==> src/asis_pkg.sv <==
package asis_pkg;

    // ------------------------------------------------------------
    // Register map
    // ------------------------------------------------------------
    localparam logic [11:0] SEL_REG_OFFSET = 12'h040;
    localparam logic [11:0] STATUS_REG_OFFSET = 12'h0F0;
    localparam logic [11:0] COUNT_REG_OFFSET = 12'h0F4;
    localparam logic [31:0] SEL_REG_RESET = 32'h0000_0000;
    localparam logic [31:0] SEL_WR_MASK = 32'h7777_7777;
    localparam logic [31:0] RD_UNMAPPED = 32'h0000_0000;

    // ------------------------------------------------------------
    // Field layout
    // ------------------------------------------------------------
    localparam int unsigned NUM_STEPS = 8;
    localparam int unsigned FIELD_W = 3;
    localparam int unsigned FIELD_PITCH = 4;
    localparam int unsigned STEP1_LSB = 0;
    localparam int unsigned STEP6_LSB = 20;
    localparam int unsigned STEP7_LSB = 24;
    localparam int unsigned STEP8_LSB = 28;

    // Status register layout
    localparam int unsigned STAT_CHAN_LSB = 0;
    localparam int unsigned STAT_STEP_LSB = 4;
    localparam int unsigned STAT_VALID_BIT = 8;
    localparam int unsigned STAT_SEEN_BIT = 9;

    // ------------------------------------------------------------
    // Reset values
    // ------------------------------------------------------------
    localparam logic [2:0] CHAN_RESET = 3'h0;
    localparam logic [7:0] ONEHOT_RESET = 8'h00;
    localparam logic [15:0] COUNT_RESET = 16'h0000;

    // ------------------------------------------------------------
    // Carriers
    // ------------------------------------------------------------
    typedef struct packed {
        logic valid;
        logic [2:0] step;
    } asis_step_s;

    typedef struct packed {
        logic valid;
        logic [2:0] step;
        logic [2:0] chan;
    } asis_sel_s;

endpackage

==> src/asis_input_select.sv <==
`timescale 1ns/1ns

// Function
// - During step eight, the topmost field selects the converted input.
// - Field value is the analog input index; value one picks input one.
// - During step six, bits 22 to 20 select the converted input.
// - Bits 31,27,23,19,15,11,7,3 are read-only zero; writes ignored.
// - Selection register is 32 bits, holding eight step selections.
// - During step one, bits 2 to 0 select the converted input.
module asis_input_select #(
    parameter int unsigned ADDR_W = 12
) (
    // Clock and reset
    input wire logic mclk,
    input wire logic arst_n,
    // Register port
    input wire logic [ADDR_W-1:0] reg_addr,
    input wire logic [31:0] reg_wdata,
    input wire logic reg_wr,
    input wire logic reg_rd,
    output logic [31:0] reg_rdata,
    // Sequencer step request
    input wire asis_pkg::asis_step_s step_req,
    // Analog multiplexer selection
    output asis_pkg::asis_sel_s ain_sel,
    output logic [7:0] ain_onehot
);

    // ------------------------------------------------------------
    // Register decode
    // ------------------------------------------------------------
    logic hit_sel;
    logic hit_stat;
    logic hit_cnt;

    assign hit_sel = (reg_addr == ADDR_W'(asis_pkg::SEL_REG_OFFSET));
    assign hit_stat = (reg_addr == ADDR_W'(asis_pkg::STATUS_REG_OFFSET));
    assign hit_cnt = (reg_addr == ADDR_W'(asis_pkg::COUNT_REG_OFFSET));

    // ------------------------------------------------------------
    // Selection register
    // ------------------------------------------------------------
    logic [31:0] sel_reg_ff;
    logic [31:0] nxt_sel_reg;

    always_comb
    begin
        nxt_sel_reg = sel_reg_ff;
        if (reg_wr && hit_sel)
        begin
            // Reserved lanes are masked off so they can never hold a one
            nxt_sel_reg = reg_wdata & asis_pkg::SEL_WR_MASK;
        end
    end

    always_ff @(posedge mclk or negedge arst_n)
    begin
        if (!arst_n)
        begin
            sel_reg_ff <= asis_pkg::SEL_REG_RESET;
        end
        else
        begin
            sel_reg_ff <= nxt_sel_reg;
        end
    end

    // ------------------------------------------------------------
    // Channel selection per step
    // ------------------------------------------------------------
    logic [4:0] field_lsb;
    logic [2:0] step_chan;
    asis_pkg::asis_sel_s sel_ff;
    asis_pkg::asis_sel_s nxt_sel;
    logic [7:0] onehot_ff;
    logic [7:0] nxt_onehot;

    // Field n starts at bit 4n; the pitch leaves one reserved bit between fields
    assign field_lsb = {step_req.step, 2'b00};
    // The field is taken from the register before any same-cycle write lands
    assign step_chan = sel_reg_ff[field_lsb +: asis_pkg::FIELD_W];

    always_comb
    begin
        nxt_sel = sel_ff;
        nxt_onehot = onehot_ff;
        nxt_sel.valid = step_req.valid;
        if (step_req.valid)
        begin
            nxt_sel.step = step_req.step;
            nxt_sel.chan = step_chan;
            nxt_onehot = 8'h01 << step_chan;
        end
        else
        begin
            // Mux is released between samples so no input stays connected
            nxt_onehot = asis_pkg::ONEHOT_RESET;
        end
    end

    always_ff @(posedge mclk or negedge arst_n)
    begin
        if (!arst_n)
        begin
            sel_ff <= '0;
            onehot_ff <= asis_pkg::ONEHOT_RESET;
        end
        else
        begin
            sel_ff <= nxt_sel;
            onehot_ff <= nxt_onehot;
        end
    end

    assign ain_sel = sel_ff;
    assign ain_onehot = onehot_ff;

    // ------------------------------------------------------------
    // Status and sample counter
    // ------------------------------------------------------------
    logic seen_ff;
    logic nxt_seen;
    logic [15:0] cnt_ff;
    logic [15:0] nxt_cnt;

    always_comb
    begin
        nxt_seen = seen_ff;
        nxt_cnt = cnt_ff;
        // A write to the counter clears it, but a step in that cycle still counts
        if (reg_wr && hit_cnt)
        begin
            nxt_cnt = asis_pkg::COUNT_RESET;
            nxt_seen = 1'b0;
        end
        if (step_req.valid)
        begin
            nxt_cnt = (reg_wr && hit_cnt) ? 16'h0001 : 16'(cnt_ff + 16'h0001);
            nxt_seen = 1'b1;
        end
    end

    always_ff @(posedge mclk or negedge arst_n)
    begin
        if (!arst_n)
        begin
            seen_ff <= 1'b0;
            cnt_ff <= asis_pkg::COUNT_RESET;
        end
        else
        begin
            seen_ff <= nxt_seen;
            cnt_ff <= nxt_cnt;
        end
    end

    // ------------------------------------------------------------
    // Read data
    // ------------------------------------------------------------
    logic [31:0] rdata_ff;
    logic [31:0] nxt_rdata;
    logic [31:0] stat_word;

    always_comb
    begin
        stat_word = 32'h0000_0000;
        stat_word[asis_pkg::STAT_CHAN_LSB +: 3] = sel_ff.chan;
        stat_word[asis_pkg::STAT_STEP_LSB +: 3] = sel_ff.step;
        stat_word[asis_pkg::STAT_VALID_BIT] = sel_ff.valid;
        stat_word[asis_pkg::STAT_SEEN_BIT] = seen_ff;
    end

    always_comb
    begin
        nxt_rdata = asis_pkg::RD_UNMAPPED;
        if (reg_rd)
        begin
            if (hit_sel)
            begin
                nxt_rdata = sel_reg_ff & asis_pkg::SEL_WR_MASK;
            end
            else if (hit_stat)
            begin
                nxt_rdata = stat_word;
            end
            else if (hit_cnt)
            begin
                nxt_rdata = {16'h0000, cnt_ff};
            end
        end
    end

    always_ff @(posedge mclk or negedge arst_n)
    begin
        if (!arst_n)
        begin
            rdata_ff <= 32'h0000_0000;
        end
        else
        begin
            rdata_ff <= nxt_rdata;
        end
    end

    assign reg_rdata = rdata_ff;
endmodule

==> config.mk <==
export PLATFORM = sky130hd
export DESIGN_NAME = asis_input_select
export DESIGN_NICKNAME = d
export VERILOG_FILES = /design/src/asis_pkg.sv /design/src/asis_input_select.sv
export SDC_FILE = /design/constraint.sdc
export NUM_CORES = 1
export LEC_CHECK = 0
export BUFFER_PORTS_ARGS = -buffer_cell sky130_fd_sc_hd__buf_2
export CAP_MARGIN = 20
export CORE_MARGIN = 5
export CORE_UTILIZATION = 47
export DETAILED_ROUTE_END_ITERATION = 8
export GPL_ROUTABILITY_DRIVEN = 1
export GPL_TIMING_DRIVEN = 0
export MAX_ROUTING_LAYER = met4
export PLACE_DENSITY = 0.75
export SKIP_CTS_REPAIR_TIMING = 1
export SLEW_MARGIN = 20
export SYNTH_ARGS = -nofsm -noshare
export SYNTH_HDL_FRONTEND = slang
export SYNTH_SLANG_ARGS = --single-unit
==> constraint.sdc <==
create_clock -name mclk -period 1.6 [get_ports mclk]
set_input_delay 0.32 -clock mclk [delete_from_list [all_inputs] [get_ports mclk]]
set_output_delay 0.32 -clock mclk [all_outputs]
set_load 0.02 [all_outputs]
==> impl_metrics.tcl <==
set metrics [dict create \
    worst_slack_ns -0.0966 \
    tightest_slew_ns 0.533 \
    root_buffer "clkbuf_8" \
    synth_sequential_area_ratio 0.573 \
    clock_power_share 0.354 \
    fp.dieW_um 98.4 \
    path_clk_slew_ns 0.09 \
    grt_first_pass_wirelength_um 13800 \
    synth_area_leaders "dfrtp_1 57%, mux2_4 8.2%, mux2_2 4.3%, nor2_1 2.8%, and3_1 2.6%" \
    period_needed_ns 1.70 \
    routed_wl_um 8970 \
    synth_top_area_frac 0.573 \
    netlist_instances 283 \
    startpoint "reg_addr[3]" \
    p_int_mw 3.25 \
    io_pins 99 \
    cts-buffers-inserted 9 \
    synthMuxAreaShare 0.168 \
    die_area_mm2 0.00968 \
    synth-seq-cells 84 \
    synthSimpleGateAreaFrac 0.140 \
    overflow 0 \
    min_to "ain_sel[6]" \
    vias 2677 \
    fmax_mhz 589 \
    synthesis.area_mm2 0.00367 \
    fill_cells 619 \
    avgSynthCellArea_um2 13.0 \
    area_growth_pct 28.1 \
    reg2reg_to "cnt_ff[15]" \
    synth_xor_area_frac 0.0334 \
    viasPerCell 5.35 \
    start_kind "input pin" \
    core_area_mm2 0.00769 \
    first_pass_iters 5 \
    p_comb_frac 0.118 \
    antenna_left 0 \
    clock_latency_ns 0.36 \
    clockBufferDepth 2 \
    fin_skew_ns 0.0129 \
    start_util 0.478 \
    worstHoldPathType "in -> reg" \
    rows 32 \
    synth_ff_type "dfrtp_1" \
    final_common_cell "dfrtp_1" \
    whs_path_depth 1 \
    routabilityCongestion 0.866 \
    yosys_warnings 0 \
    outcome "finished, violations left" \
    synth-edff-count 0 \
    violations "negative setup slack" \
    rrSetupSlack_ns 0.02 \
    synth_compound_area_frac 0.0440 \
    cts_tree "done" \
    n_antenna_cell 0 \
    switching_share 0.276 \
    drc 0 \
    setup_viol 30 \
    cp_max_fo 5 \
    critPathMaxStageDelay_ns 0.55 \
    reg2regPathDepth 4 \
    synth_top_family_by_area "multiplexers" \
    finalCritPeriodShare 1.06 \
    ys_async_sr_fraction 1.00 \
    drv_cap 0 \
    grtUsageTotal 0.188 \
    cp-end-kind "flip-flop" \
    crit_slowest_cell "or4b_4" \
    htree_levels 3 \
    grt_pass1_vias 2701 \
    seqPwrFrac 0.528 \
    grt_max_degree 53 \
    required_ns 1.84 \
    finalPower_mw 4.49 \
    hp-start "step_req[3]" \
    reg2reg_from "cnt_ff[2]" \
    ir_drop_uv 517 \
    slew_violations 0 \
    powerDensity_mw_per_mm2 955 \
    total_leakage_power_nw 2.47 \
    slew_headroom 0.645 \
    nets 446 \
    cts_sinks 84 \
    yosysUniqueCellTypes 38 \
    io_buffers 83 \
    mostFrequentLayoutCells "84 x dfrtp_1, 81 x buf_2, 27 x nor2_1, 20 x mux2_4" \
    die_y_um 98.4 \
    synthAdderAreaFrac 0.00341 \
    drtIter0Drc 109 \
    wl_per_cell_um 17.9 \
    cp.arrival_ns 1.94 \
    grt_antenna_before_repair 0 \
    post-route-util 0.612 \
    synth_top_area_cell "dfrtp_1" \
    critical_path.cell_chain "buf_6, or4b_4, nor3_4, nand2_4, clkbuf_16, mux2_4" \
    path_class "in -> reg" \
    drive_above_1_share 0.442 \
    rsz0062_at_grt "yes" \
    hold_viol 0 \
    p_switching_mw 1.24 \
    dp_hpwl_um 6140 \
]
[cells in the mapped netlist, types with 4 or more instances]
library cell,count
clkbuf_1,8
inv_1,5
nor2_1,27
nand2_1,8
a22o_1,4
and3_1,15
nand3_1,4
nand4_1,7
dfrtp_1,84
mux2_2,14
mux4_2,4
xor2_1,4
a22oi_1,9
buf_4,5
xnor2_1,10
and2_1,5
nor2b_1,9
mux2_4,20
nor4_1,5
mux2i_1,7
[layout make-up]
cell class,instances,area [um2],area share
timing repair buffer,97,597,0.127
clock buffer,10,138,0.0293
buffer,18,140,0.0298
multi-input combinational,178,1510,0.321
tap,102,128,0.0271
clock inverter,6,71.3,0.0152
sequential,84,2100,0.447
inverter,5,18.8,0.00399
[worst max-delay path by stage]
stage / to / cells after the start / slack [ns]
3_3_place_gp: sel_reg_ff[10] / 6 / -0.55
6_report: sel_reg_ff[14] / 6 / -0.1
3_5_place_dp: sel_reg_ff[13] / 6 / -0.56
2_1_floorplan: sel_reg_ff[10] / 5 / -0.23
5_1_grt: sel_reg_ff[6] / 6 / -0.13
4_1_cts: cnt_ff[15] / 4 / -0.25
[power groups by stage]
stage	combinational, mW	clock [mW]	sequential, mW
after floorplan	0.306	0	2.38
after global placement	0.483	0	2.39
after detailed placement	0.512	0	2.40
after CTS	0.519	1.61	2.36
after global routing	0.587	1.70	2.38
final	0.529	1.59	2.37
[metrics by stage]
step | setup TNS (ns) | hold slack (ns) | std cells | instance area [um2] | setup WS (ns)
floorplan | -8.19 | 0.0244 | 286 | 3700 | -0.232
global placement | -66.11 | 0.442 | 471 | 4250 | -0.545
detailed placement | -32.78 | 0.299 | 472 | 4280 | -0.557
CTS | -4.92 | -0.108 | 488 | 4490 | -0.251
global route | -3.35 | 0.0604 | 500 | 4700 | -0.128
finish | -1.92 | 0.0653 | 500 | 4700 | -0.0966
[per-layer routing]
| metal | global-route usage | routed length (um) | up-vias |
|---|---|---|---|
| li1 | - | - | 1204 |
| met1 | 0.239 | 3760 | 1353 |
| met2 | 0.302 | 4580 | 107 |
| met3 | 0.0407 | 498 | 13 |
| met4 | 0.0630 | 128 | 0 |
| met5 | - | 0 | - |
[cells by family (layout without fill, tap and decap cells)]
group / Yosys count / in the layout
xor+xnor: 14 / 14
simple gates: 92 / 92
flops: 84 / 84
mux: 45 / 45
other cells: 1 / 4
buf+inv: 24 / 136
fa+ha+maj: 1 / 1
compound gates: 22 / 22
[state kept, by name, summed over array words and instances, names as in the netlist]
name	count
reg_rdata	28
sel_reg_ff	24
cnt_ff	16
ain_onehot	8
ain_sel	7
seen_ff	1
[worst max-delay path, delay by kind of cell]
| kind | cells | cell delay, ns |
|---|---|---|
| AND/OR/NAND/NOR | 3 | 1.04 |
| buffers and inverters | 2 | 0.29 |
| multiplexers | 1 | 0.29 |
Note: power is estimated with default switching activity, not from simulation.
